<file path="src/tccs_pkg.sv">
// constants, field layouts and carrier types of the timer capture/control/status block
// assumes one bus clock domain and an ahb-lite master of whole aligned words
// How it works
// - each selected edge on the capture pin copies the counter into the 16-bit capture value.
// - captured value is one plus the count at the edge before the pin transition.
// - the copy happens on every qualifying edge, whether the capture flag is set or not.
// - reading the capture high byte blocks further copies, except a stop capture delivered at wake, until the low byte is read.
// - reading only the capture low byte never blocks a copy.
// - reset leaves the capture value untouched; it is undefined until the first capture.
// - control bits 7, 6, 5 enable capture, compare and overflow interrupts when one.
// - compare pin takeover (bit 4) makes the port pin show the compare level.
// - capture pin takeover (bit 3) claims the pin; capture works from the pin either way.
// - edge select (bit 1) picks rising when one, falling when zero; reset leaves it.
// - output level bit is loaded into the level register at the next compare match.
// - status is read only, flags in bits 7..5, bits 4..0 zero, all reset zero.
// - capture flag sets on a selected edge; clears by status access then capture low.
// - compare flag sets on compare match; clears by status access then compare low.
// - overflow flag sets on all-ones to zero; clears by status access then counter low.
// - clearing needs status access while set, then the data access; status alone keeps it.
// - reads of the alternate counter copy never clear the overflow flag.
// - in wait mode the timer keeps running and an enabled interrupt wakes the part.
// - in stop the counter halts and holds; reset forces it to its preset.
// - an edge in stop arms capture silently; wake by interrupt shows it; reset discards it.
// - the 16-bit counter steps once every four bus clock cycles.

`default_nettype none

package tccs_pkg;

  localparam int unsigned CNT_W = 16;
  localparam int unsigned PRESCALE_DIV = 4;
  localparam logic [15:0] CNT_PRESET = 16'hfffc;
  localparam logic [15:0] CNT_MAX = 16'hffff;

  // printed offsets are register indices; byte address is four times the index
  localparam logic [7:0] IDX_CTRL = 8'h0a;
  localparam logic [7:0] IDX_FLAGS = 8'h0b;
  localparam logic [7:0] IDX_CAP_HI = 8'h0c;
  localparam logic [7:0] IDX_CAP_LO = 8'h0d;
  localparam int unsigned IDX_LSB = 2;

  // flag vector positions
  localparam int unsigned FLAG_N = 3;
  localparam int unsigned FLAG_OVF = 0;
  localparam int unsigned FLAG_CMP = 1;
  localparam int unsigned FLAG_CAP = 2;
  localparam int unsigned FLAG_SHIFT = 5;

  localparam logic [7:0] CTRL_RST = 8'h00;

  typedef struct packed {
    logic capIrqEnable;
    logic cmpIrqEnable;
    logic ovfIrqEnable;
    logic comparePinTakeover;
    logic capturePinTakeover;
    logic unused;
    logic edgeSelect;
    logic outputLevelBit;
  } tccs_ctrl_t;

  typedef enum logic [2:0] {
    ST_RUN = 3'b001,
    ST_STOPPED = 3'b010,
    ST_ARMED = 3'b100
  } tccs_stop_t;

endpackage

`default_nettype wire

</file>
<file path="src/tccs_top.sv">
// capture, control and status part of the 16-bit free-running timer
// assumes an ahb-lite master on ref_clk and the compare/counter paths elsewhere
//
// The implementer's own choice: the AHB-Lite interface to the registers.
`default_nettype none

module tccs_top #(
  parameter int unsigned PRESCALE = tccs_pkg::PRESCALE_DIV
) (
  input wire logic ref_clk,
  input wire logic nrst,
  input wire logic clkEn,
  input wire logic hsel,
  input wire logic [31:0] haddr,
  input wire logic [1:0] htrans,
  input wire logic hwrite,
  input wire logic [2:0] hsize,
  input wire logic [31:0] hwdata,
  input wire logic hready,
  output logic hreadyout,
  output logic hresp,
  output logic [31:0] hrdata,
  input wire logic capturePinIn,
  input wire logic gpioB0Out,
  input wire logic gpioB0Dir,
  output logic comparePinOut,
  output logic comparePinOe_n,
  output logic capturePinClaim,
  input wire logic compareMatch,
  input wire logic compareLowAccess,
  input wire logic counterLowAccess,
  input wire logic waitMode,
  input wire logic stopMode,
  output logic [15:0] counterValue,
  output logic timerIrq,
  output logic wakeReq
);

  // ***************************************************************
  // reset release
  // ***************************************************************
  logic rstSync1_q;
  logic rstN;

  always_ff @(posedge ref_clk or negedge nrst) begin
    if (!nrst) begin
      rstSync1_q <= 1'b0;
      rstN <= 1'b0;
    end else begin
      rstSync1_q <= 1'b1;
      rstN <= rstSync1_q;
    end
  end

  // ***************************************************************
  // bus slave
  // ***************************************************************
  tccs_pkg::tccs_ctrl_t ctrl_q;
  logic edgeSel_q;
  logic [tccs_pkg::FLAG_N-1:0] flags_q;
  logic [15:0] capVal_q;
  logic [15:0] cnt_q;
  logic busSel;
  logic [7:0] idx;
  logic flagsAccess;
  logic capHiRead;
  logic capLoRead;
  logic wrCtrl_q;
  logic [7:0] ctrlRead;
  logic [7:0] rdByte;

  assign busSel = hsel & htrans[1] & hready;
  assign idx = haddr[tccs_pkg::IDX_LSB +: 8];
  assign flagsAccess = busSel & (idx == tccs_pkg::IDX_FLAGS);
  assign capHiRead = busSel & !hwrite & (idx == tccs_pkg::IDX_CAP_HI);
  assign capLoRead = busSel & !hwrite & (idx == tccs_pkg::IDX_CAP_LO);
  assign hreadyout = 1'b1;
  assign hresp = 1'b0;

  always_comb begin
    ctrlRead = ctrl_q;
    ctrlRead[1] = edgeSel_q;
    ctrlRead[2] = 1'b0;
    case (idx)
      tccs_pkg::IDX_CTRL: rdByte = ctrlRead;
      tccs_pkg::IDX_FLAGS: rdByte = {flags_q, 5'h00};
      tccs_pkg::IDX_CAP_HI: rdByte = capVal_q[15:8];
      tccs_pkg::IDX_CAP_LO: rdByte = capVal_q[7:0];
      default: rdByte = 8'h00;
    endcase
  end

  // read data is sampled in the address phase so side effects line up with it
  always_ff @(posedge ref_clk or negedge rstN) begin
    if (!rstN) begin
      hrdata <= 32'h00000000;
    end else if (clkEn && busSel && !hwrite) begin
      hrdata <= {24'h000000, rdByte};
    end
  end

  always_ff @(posedge ref_clk or negedge rstN) begin
    if (!rstN) begin
      wrCtrl_q <= 1'b0;
    end else if (clkEn && hready) begin
      wrCtrl_q <= busSel & hwrite & (idx == tccs_pkg::IDX_CTRL);
    end
  end

  // ***************************************************************
  // control register
  // ***************************************************************
  always_ff @(posedge ref_clk or negedge rstN) begin
    if (!rstN) begin
      ctrl_q <= tccs_pkg::CTRL_RST;
    end else if (clkEn && wrCtrl_q) begin
      ctrl_q <= hwdata[7:0];
      ctrl_q.unused <= 1'b0;
      ctrl_q.edgeSelect <= 1'b0;
    end
  end

  // edge select lives outside reset on purpose
  always_ff @(posedge ref_clk) begin
    if (clkEn && wrCtrl_q) begin
      edgeSel_q <= hwdata[1];
    end
  end

  // ***************************************************************
  // prescaler and counter
  // ***************************************************************
  localparam int unsigned PRE_W = (PRESCALE > 1) ? $clog2(PRESCALE) : 1;
  localparam logic [PRE_W-1:0] PRE_LAST = PRE_W'(PRESCALE - 1);
  logic [PRE_W-1:0] pre_q;
  logic tick;

  assign tick = clkEn & !stopMode & (pre_q == PRE_LAST);

  always_ff @(posedge ref_clk or negedge rstN) begin
    if (!rstN) begin
      pre_q <= '0;
    end else if (clkEn && !stopMode) begin
      pre_q <= (pre_q == PRE_LAST) ? '0 : pre_q + 1'b1;
    end
  end

  always_ff @(posedge ref_clk or negedge rstN) begin
    if (!rstN) begin
      cnt_q <= tccs_pkg::CNT_PRESET;
    end else if (tick) begin
      cnt_q <= cnt_q + 16'h0001;
    end
  end

  assign counterValue = cnt_q;

  // ***************************************************************
  // capture input sync and edge detect
  // ***************************************************************
  logic capSync1_q;
  logic capSync2_q;
  logic capPrev_q;
  logic [2:0] capLive_q;
  logic [15:0] hist1_q;
  logic [15:0] hist2_q;
  logic capEdge;
  logic [15:0] capSample;

  always_ff @(posedge ref_clk or negedge rstN) begin
    if (!rstN) begin
      capSync1_q <= 1'b0;
      capSync2_q <= 1'b0;
      capPrev_q <= 1'b0;
      capLive_q <= '0;
    end else if (clkEn) begin
      capSync1_q <= capturePinIn;
      capSync2_q <= capSync1_q;
      capPrev_q <= capSync2_q;
      capLive_q <= {capLive_q[1:0], 1'b1};
    end
  end

  // count history so the sample lines up with the edge before the pin moved
  always_ff @(posedge ref_clk) begin
    if (clkEn) begin
      hist1_q <= cnt_q;
      hist2_q <= hist1_q;
    end
  end

  // no edge until the history holds real samples: a pin high at reset is no edge
  assign capEdge = capLive_q[2] &
    (edgeSel_q ? (capSync2_q & !capPrev_q) : (!capSync2_q & capPrev_q));
  assign capSample = hist2_q + 16'h0001;

  // ***************************************************************
  // stop handling
  // ***************************************************************
  tccs_pkg::tccs_stop_t stop_q;
  logic [15:0] pend_q;
  logic capNormal;
  logic deliver;
  logic inhibit_q;

  assign capNormal = capEdge & !stopMode;
  assign deliver = (stop_q == tccs_pkg::ST_ARMED) & !stopMode;

  // reset always returns here, so a pending stop capture is simply lost
  always_ff @(posedge ref_clk or negedge rstN) begin
    if (!rstN) begin
      stop_q <= tccs_pkg::ST_RUN;
    end else if (clkEn) begin
      case (stop_q)
        tccs_pkg::ST_RUN: begin
          if (stopMode) begin
            stop_q <= capEdge ? tccs_pkg::ST_ARMED : tccs_pkg::ST_STOPPED;
          end
        end
        tccs_pkg::ST_STOPPED: begin
          if (!stopMode) begin
            stop_q <= tccs_pkg::ST_RUN;
          end else if (capEdge) begin
            stop_q <= tccs_pkg::ST_ARMED;
          end
        end
        tccs_pkg::ST_ARMED: begin
          if (!stopMode) begin
            stop_q <= tccs_pkg::ST_RUN;
          end
        end
        default: stop_q <= tccs_pkg::ST_RUN;
      endcase
    end
  end

  // only the first edge in stop is kept
  always_ff @(posedge ref_clk) begin
    if (clkEn && stopMode && capEdge && stop_q != tccs_pkg::ST_ARMED) begin
      pend_q <= capSample;
    end
  end

  // ***************************************************************
  // capture value
  // ***************************************************************
  always_ff @(posedge ref_clk or negedge rstN) begin
    if (!rstN) begin
      inhibit_q <= 1'b0;
    end else if (clkEn) begin
      if (capLoRead) begin
        inhibit_q <= 1'b0;
      end else if (capHiRead) begin
        inhibit_q <= 1'b1;
      end
    end
  end

  // no reset: contents survive reset; a low read alone never inhibits
  always_ff @(posedge ref_clk) begin
    if (clkEn) begin
      if (deliver) begin
        capVal_q <= pend_q;
      end else if (capNormal && !inhibit_q) begin
        capVal_q <= capSample;
      end
    end
  end

  // ***************************************************************
  // status flags
  // ***************************************************************
  logic [tccs_pkg::FLAG_N-1:0] flagSet;
  logic [tccs_pkg::FLAG_N-1:0] lowAccess;
  logic [tccs_pkg::FLAG_N-1:0] arm_q;

  assign flagSet[tccs_pkg::FLAG_CAP] = capNormal | deliver;
  assign flagSet[tccs_pkg::FLAG_CMP] = compareMatch;
  assign flagSet[tccs_pkg::FLAG_OVF] = tick & (cnt_q == tccs_pkg::CNT_MAX);
  assign lowAccess[tccs_pkg::FLAG_CAP] = capLoRead;
  assign lowAccess[tccs_pkg::FLAG_CMP] = compareLowAccess;
  // alternate counter reads never raise this strobe
  assign lowAccess[tccs_pkg::FLAG_OVF] = counterLowAccess;

  genvar gi;
  generate
    for (gi = 0; gi < tccs_pkg::FLAG_N; gi++) begin : g_flag
      logic clr;
      assign clr = arm_q[gi] & lowAccess[gi];

      always_ff @(posedge ref_clk or negedge rstN) begin
        if (!rstN) begin
          flags_q[gi] <= 1'b0;
          arm_q[gi] <= 1'b0;
        end else if (clkEn) begin
          // set beats a clear landing in the same cycle
          flags_q[gi] <= flagSet[gi] | (flags_q[gi] & !clr);
          if (clr || !flags_q[gi]) begin
            arm_q[gi] <= 1'b0;
          end else if (flagsAccess) begin
            arm_q[gi] <= 1'b1;
          end
        end
      end
    end
  endgenerate

  // ***************************************************************
  // compare level and pins
  // ***************************************************************
  logic level_q;

  always_ff @(posedge ref_clk or negedge rstN) begin
    if (!rstN) begin
      level_q <= 1'b0;
    end else if (clkEn && compareMatch) begin
      level_q <= ctrl_q.outputLevelBit;
    end
  end

  assign comparePinOut = ctrl_q.comparePinTakeover ? level_q : gpioB0Out;
  assign comparePinOe_n = ctrl_q.comparePinTakeover ? 1'b0 : !gpioB0Dir;
  assign capturePinClaim = ctrl_q.capturePinTakeover;

  // ***************************************************************
  // interrupt request
  // ***************************************************************
  assign timerIrq = |(flags_q & {ctrl_q.capIrqEnable, ctrl_q.cmpIrqEnable,
                                 ctrl_q.ovfIrqEnable});
  assign wakeReq = timerIrq & waitMode;

  // ***************************************************************
  // checks
  // ***************************************************************
  AST_PRESCALE: assert property (@(posedge ref_clk) disable iff (!rstN)
    (cnt_q != $past(cnt_q)) |-> ($past(pre_q) == PRE_LAST && $past(clkEn)))
    else $error("counter stepped off the prescaler boundary");

  AST_OVF_SET: assert property (@(posedge ref_clk) disable iff (!rstN)
    (tick && cnt_q == tccs_pkg::CNT_MAX) |=> (flags_q[tccs_pkg::FLAG_OVF] && cnt_q == 16'h0000))
    else $error("rollover did not raise the overflow flag");

  AST_CAP_VALUE: assert property (@(posedge ref_clk) disable iff (!rstN)
    (clkEn && capNormal && !inhibit_q && !deliver) |=> (capVal_q == $past(hist2_q) + 16'h0001))
    else $error("captured value is not one past the preceding count");

  AST_INHIBIT: assert property (@(posedge ref_clk) disable iff (!rstN)
    (inhibit_q && !deliver) |=> $stable(capVal_q))
    else $error("capture copied while high byte read pending");

  AST_STATUS_ALONE: assert property (@(posedge ref_clk) disable iff (!rstN)
    (clkEn && flags_q[tccs_pkg::FLAG_CMP] && !arm_q[tccs_pkg::FLAG_CMP])
      |=> flags_q[tccs_pkg::FLAG_CMP])
    else $error("compare flag cleared without a prior status access");

  AST_BIT2_ZERO: assert property (@(posedge ref_clk) disable iff (!rstN)
    (clkEn && busSel && !hwrite && idx == tccs_pkg::IDX_CTRL) |=> (hrdata[2] == 1'b0))
    else $error("control bit 2 read back as one");

  AST_STOP_HALT: assert property (@(posedge ref_clk) disable iff (!rstN)
    (stopMode [*2]) |-> $stable(cnt_q))
    else $error("counter moved during stop");

  AST_STOP_SILENT: assert property (@(posedge ref_clk) disable iff (!rstN)
    (stopMode && !flags_q[tccs_pkg::FLAG_CAP]) |=> !flags_q[tccs_pkg::FLAG_CAP])
    else $error("capture flag raised during stop");

  AST_LEVEL: assert property (@(posedge ref_clk) disable iff (!rstN)
    (clkEn && compareMatch) |=> (level_q == $past(ctrl_q.outputLevelBit)))
    else $error("level register missed the compare match");

  AST_IRQ: assert property (@(posedge ref_clk) disable iff (!rstN)
    (flags_q[tccs_pkg::FLAG_CAP] && ctrl_q.capIrqEnable) |-> timerIrq)
    else $error("enabled capture flag without interrupt request");

endmodule

`default_nettype wire

</file>
<file path="config.mk">
export PLATFORM = sky130hd
export DESIGN_NAME = tccs_top
export DESIGN_NICKNAME = d
export VERILOG_FILES = /design/src/tccs_pkg.sv /design/src/tccs_top.sv
export SDC_FILE = /design/constraint.sdc
export NUM_CORES = 1
export LEC_CHECK = 0
export ABC_AREA = 1
export BUFFER_PORTS_ARGS = -buffer_cell sky130_fd_sc_hd__buf_4
export CAP_MARGIN = 20
export CORE_UTILIZATION = 35
export DETAILED_ROUTE_END_ITERATION = 8
export GPL_TIMING_DRIVEN = 0
export SKIP_CTS_REPAIR_TIMING = 1
export SLEW_MARGIN = 0
export SYNTH_ARGS = -nofsm -noshare
export SYNTH_HDL_FRONTEND = slang
export SYNTH_SLANG_ARGS = --single-unit
export TNS_END_PERCENT = 30
</file>
<file path="constraint.sdc">
create_clock -name ref_clk -period 2.1 [get_ports ref_clk]
set_clock_uncertainty 0.05 [all_clocks]
set_input_delay 0.21 -clock ref_clk [delete_from_list [all_inputs] [get_ports ref_clk]]
set_output_delay 0.21 -clock ref_clk [all_outputs]
set_load 0.03 [all_outputs]
</file>
==> impl_metrics.env <==
export IMPL_outcome="finished, violations left"
export IMPL_violations="DRC"
export IMPL_placement_rows=44
export IMPL_worst_skew_pair_latency_ps=410
export IMPL_timing_max_slew_rel_slack_pct=66.2
export IMPL_number_of_antenna_violations_at_the_first_check_in_global_routing=0
export IMPL_layout_area_overhead_vs_synth_pct=28.1
export IMPL_cts_root_buf="sky130_fd_sc_hd__clkbuf_16"
export IMPL_synth_most_common_cell="sky130_fd_sc_hd__nand2_1"
export IMPL_grt_overflow_total=0
export IMPL_fp_dieH_um=125
export IMPL_yosysTopAreaCell="sky130_fd_sc_hd__edfxtp_1"
export IMPL_synth_enable_flop_cells=65
export IMPL_timing_final_crit_share_pct=89.5
export IMPL_tightestPinTransition_ps=506
export IMPL_report_final_hold_viol_count=0
export IMPL_timing_critical_path_required_ps=2150
export IMPL_routed_wl_um=10200
export IMPL_peakVddDrop_v=0.000863
export IMPL_final_nets=752
export IMPL_drt_pass1_iter_count=9
export IMPL_postSynthRegisterBits=117
export IMPL_io_pins=138
export IMPL_ys_top_cells_by_area="sky130_fd_sc_hd__edfxtp_1 (37%), sky130_fd_sc_hd__dfrtp_1 (17%), sky130_fd_sc_hd__nand2_1 (13%)"
export IMPL_cell_with_the_largest_stage_delay_on_the_worst_path="sky130_fd_sc_hd__dfrtp_1"
export IMPL_cp_top_family="simple AND/OR/NAND/NOR gates"
export IMPL_mappedNetlistArea_um2=5340
export IMPL_cts_reportedPaths_clkPinSlew_ps=50
export IMPL_ant_nets=0
export IMPL_crit_path_max_incr_delay_ps=400
export IMPL_cts_buffers=17
export IMPL_setup_repair_after_global_routing_missed_its_margin="no"
export IMPL_totalNegativeSetupSlack_ps=0
export IMPL_maximum_number_of_pins_on_one_net_before_global_route_repair=37
export IMPL_htree_num_levels=4
export IMPL_power_leakage_nw=3.18
export IMPL_layout_min_cycle_time_ps=1880
export IMPL_nFillCells=1385
export IMPL_fp_coreArea_um2=14700
export IMPL_synth_cell_type_count=33
export IMPL_drt_vias_per_instance=4.44
export IMPL_worstHoldPathType="in2reg"
export IMPL_startpoint="stop_q[1]"
export IMPL_r2r_end="capVal_q[7]"
export IMPL_total_number_of_cells_along_the_worst_setup_path=6
export IMPL_worst_hold_slack_ps=32.0
export IMPL_gp_congestion=0.891
export IMPL_crit_reg2reg_launch="stop_q[1]"
export IMPL_finalNonFillerCells=863
export IMPL_async_flop_share_pct=44.4
export IMPL_timing_critical_path_to="capVal_q[7]"
export IMPL_diodes=0
export IMPL_avgRoutedWirePerCell_um=11.8
export IMPL_hpwl_um=7520
export IMPL_critPathCaptureType="register"
export IMPL_dp_slack_ps=-466
export IMPL_tritoncts="built"
export IMPL_fmaxAchievable_mhz=532
export IMPL_global_route_wire_length_before_repair_um=17300
export IMPL_die_width_um=125
export IMPL_port_buffers=58
export IMPL_postSynthCellCount=552
export IMPL_grt_use_total_pct=14.1
export IMPL_finalSetupViolations=0
export IMPL_critical_path_arrival_ps=1930
export IMPL_yosys_warnings=0
export IMPL_final_layout_size_suffix_gt1_share_pct=22.2
export IMPL_startpoint_type="register"
export IMPL_pwr_density_cell_nw_per_um2=936
export IMPL_worstPathCellList="nor2_1 -> nand3_2 -> inv_2 -> o21ai_0 -> nor2_2 -> buf_4"
export IMPL_drt_initial_drc_count=282
export IMPL_timing_final_ws_setup_ps=220
export IMPL_route_vias_total=3830
export IMPL_synthTopCellsByCount="sky130_fd_sc_hd__nand2_1 (190), sky130_fd_sc_hd__edfxtp_1 (65), sky130_fd_sc_hd__nand3_1 (50)"
export IMPL_die_area_um2=15700
export IMPL_post_place_cells=821
export IMPL_critical_path_buf_inv_count=2
export IMPL_maxCapViolCount=0
export IMPL_worstPathMaxFanout=13
export IMPL_seq_area_frac_synth_pct=61.3
export IMPL_synth_top_cell_area_share_pct=36.6
export IMPL_clockBufferDepth=2
export IMPL_yosys_most_used_dff="sky130_fd_sc_hd__edfxtp_1"
export IMPL_r2r_slack_ps=220
export IMPL_rr_worst_depth=6
export IMPL_avgSynthCellArea_um2=9.67
export IMPL_critical_path_class="reg2reg"
export IMPL_floorplan_initialDensity_pct=36.3
export IMPL_grt_pass1_vias=3748
export IMPL_tritoncts_num_sinks=117
export IMPL_final_max_slew_violation_count=0
export IMPL_drc_errors=11
==> per-layer routing <==
metal | up-vias | share of wire, % | GRT usage [%]
met5 | - | 0 | 0
met1 | 1724 | 45 | 16.6
met4 | 0 | 3.2 | 8.03
met3 | 25 | 5.3 | 4.19
met2 | 102 | 46 | 23.1
li1 | 1979 | - | -
==> power breakdown <==
part / internal (W) / total (W) / switching (W)
Combinational: 0.000278 / 0.000717 / 0.000439
Sequential: 0.00264 / 0.00278 / 0.000138
Clock: 0.00195 / 0.00291 / 0.000955
==> worst min path at each step <==
stage	slack (ps)	from	cells past startpoint	to
floorplan	-140	nrst	0	rstN
global placement	-60	nrst	1	rstSync1_q
detailed placement	-60	nrst	1	rstSync1_q
CTS	-490	nrst	1	rstN
global route	40	hwrite	3	wrCtrl_q
finish	30	compareMatch	3	flags_q[1]
==> sequential cells by signal (all words and copies together), names as in the netlist, 5 cells and up <==
register,flops
capVal_q,16
counterValue,16
hist1_q,16
hist2_q,16
pend_q,16
hrdata,8
ctrlRead,5
==> tightest hold or removal path, delay by kind of cell <==
kind | cells | cell delay (ps)
buffers and inverters | 1 | 80
AND/OR/NAND/NOR | 2 | 160
==> through the flow <==
| step | instance area [um^2] | utilization (%) | power (W) |
|---|---|---|---|
| CTS | 6730 | 45.8 | 0.00645 |
| finish | 6840 | 46.5 | 0.00640 |
| global route | 6840 | 46.5 | 0.00667 |
| floorplan | 5430 | - | 0.00328 |
| detailed placement | 6130 | 41.7 | 0.00352 |
| global placement | 6100 | 41.5 | 0.00348 |
==> cell type report <==
class	count	area, um^2	area share (%)
clock inverters	9	128	1.87
well taps	184	230	3.37
multi-input cells	379	1760	25.7
repair buffers	70	561	8.20
plain buffers	33	228	3.33
inverters	48	180	2.64
flip-flops and latches	117	3270	47.9
clock buffers	23	478	6.99
==> logic make-up after synthesis <==
| logic type | count (synthesis) | share of synthesized area (%) |
|---|---|---|
| AND/OR/NAND/NOR | 305 | 24.4 |
| flip-flops | 117 | 61.3 |
| buffers and inverters | 81 | 7.64 |
| AO/OA/AOI/OAI | 25 | 2.58 |
| XOR/XNOR | 17 | 2.79 |
| adder cells (fa/ha/maj) | 3 | 0.703 |
| other | 2 | 0.141 |
| multiplexers | 2 | 0.422 |
==> cell usage in the layout (no fill, tap or decap), types with 2 or more instances in the layout <==
master,count
sky130_fd_sc_hd__nand2_1,190
sky130_fd_sc_hd__buf_4,86
sky130_fd_sc_hd__edfxtp_1,65
sky130_fd_sc_hd__nand3_1,49
sky130_fd_sc_hd__inv_1,44
sky130_fd_sc_hd__nor2_1,37
sky130_fd_sc_hd__dfrtp_1,36
sky130_fd_sc_hd__conb_1,27
sky130_fd_sc_hd__clkbuf_16,17
sky130_fd_sc_hd__o21ai_0,15
sky130_fd_sc_hd__dfstp_2,15
sky130_fd_sc_hd__xor2_1,11
sky130_fd_sc_hd__dlygate4sd3_1,9
sky130_fd_sc_hd__nor3_1,7
sky130_fd_sc_hd__nand4_1,7
sky130_fd_sc_hd__xnor2_1,6
sky130_fd_sc_hd__buf_2,5
sky130_fd_sc_hd__clkbuf_1,5
sky130_fd_sc_hd__and2_1,4
sky130_fd_sc_hd__inv_2,3
sky130_fd_sc_hd__a21oi_1,3
sky130_fd_sc_hd__ha_1,3
sky130_fd_sc_hd__bufinv_16,3
sky130_fd_sc_hd__clkbuf_8,3
sky130_fd_sc_hd__mux2_2,2
sky130_fd_sc_hd__clkinv_1,2
sky130_fd_sc_hd__o21ai_1,2
sky130_fd_sc_hd__o21a_1,2
sky130_fd_sc_hd__nor3_2,2
sky130_fd_sc_hd__nor2_4,2
sky130_fd_sc_hd__a22oi_1,2
sky130_fd_sc_hd__clkinvlp_4,2
sky130_fd_sc_hd__clkinv_2,2
No activity file was read; power rests on OpenSTA's default activity.
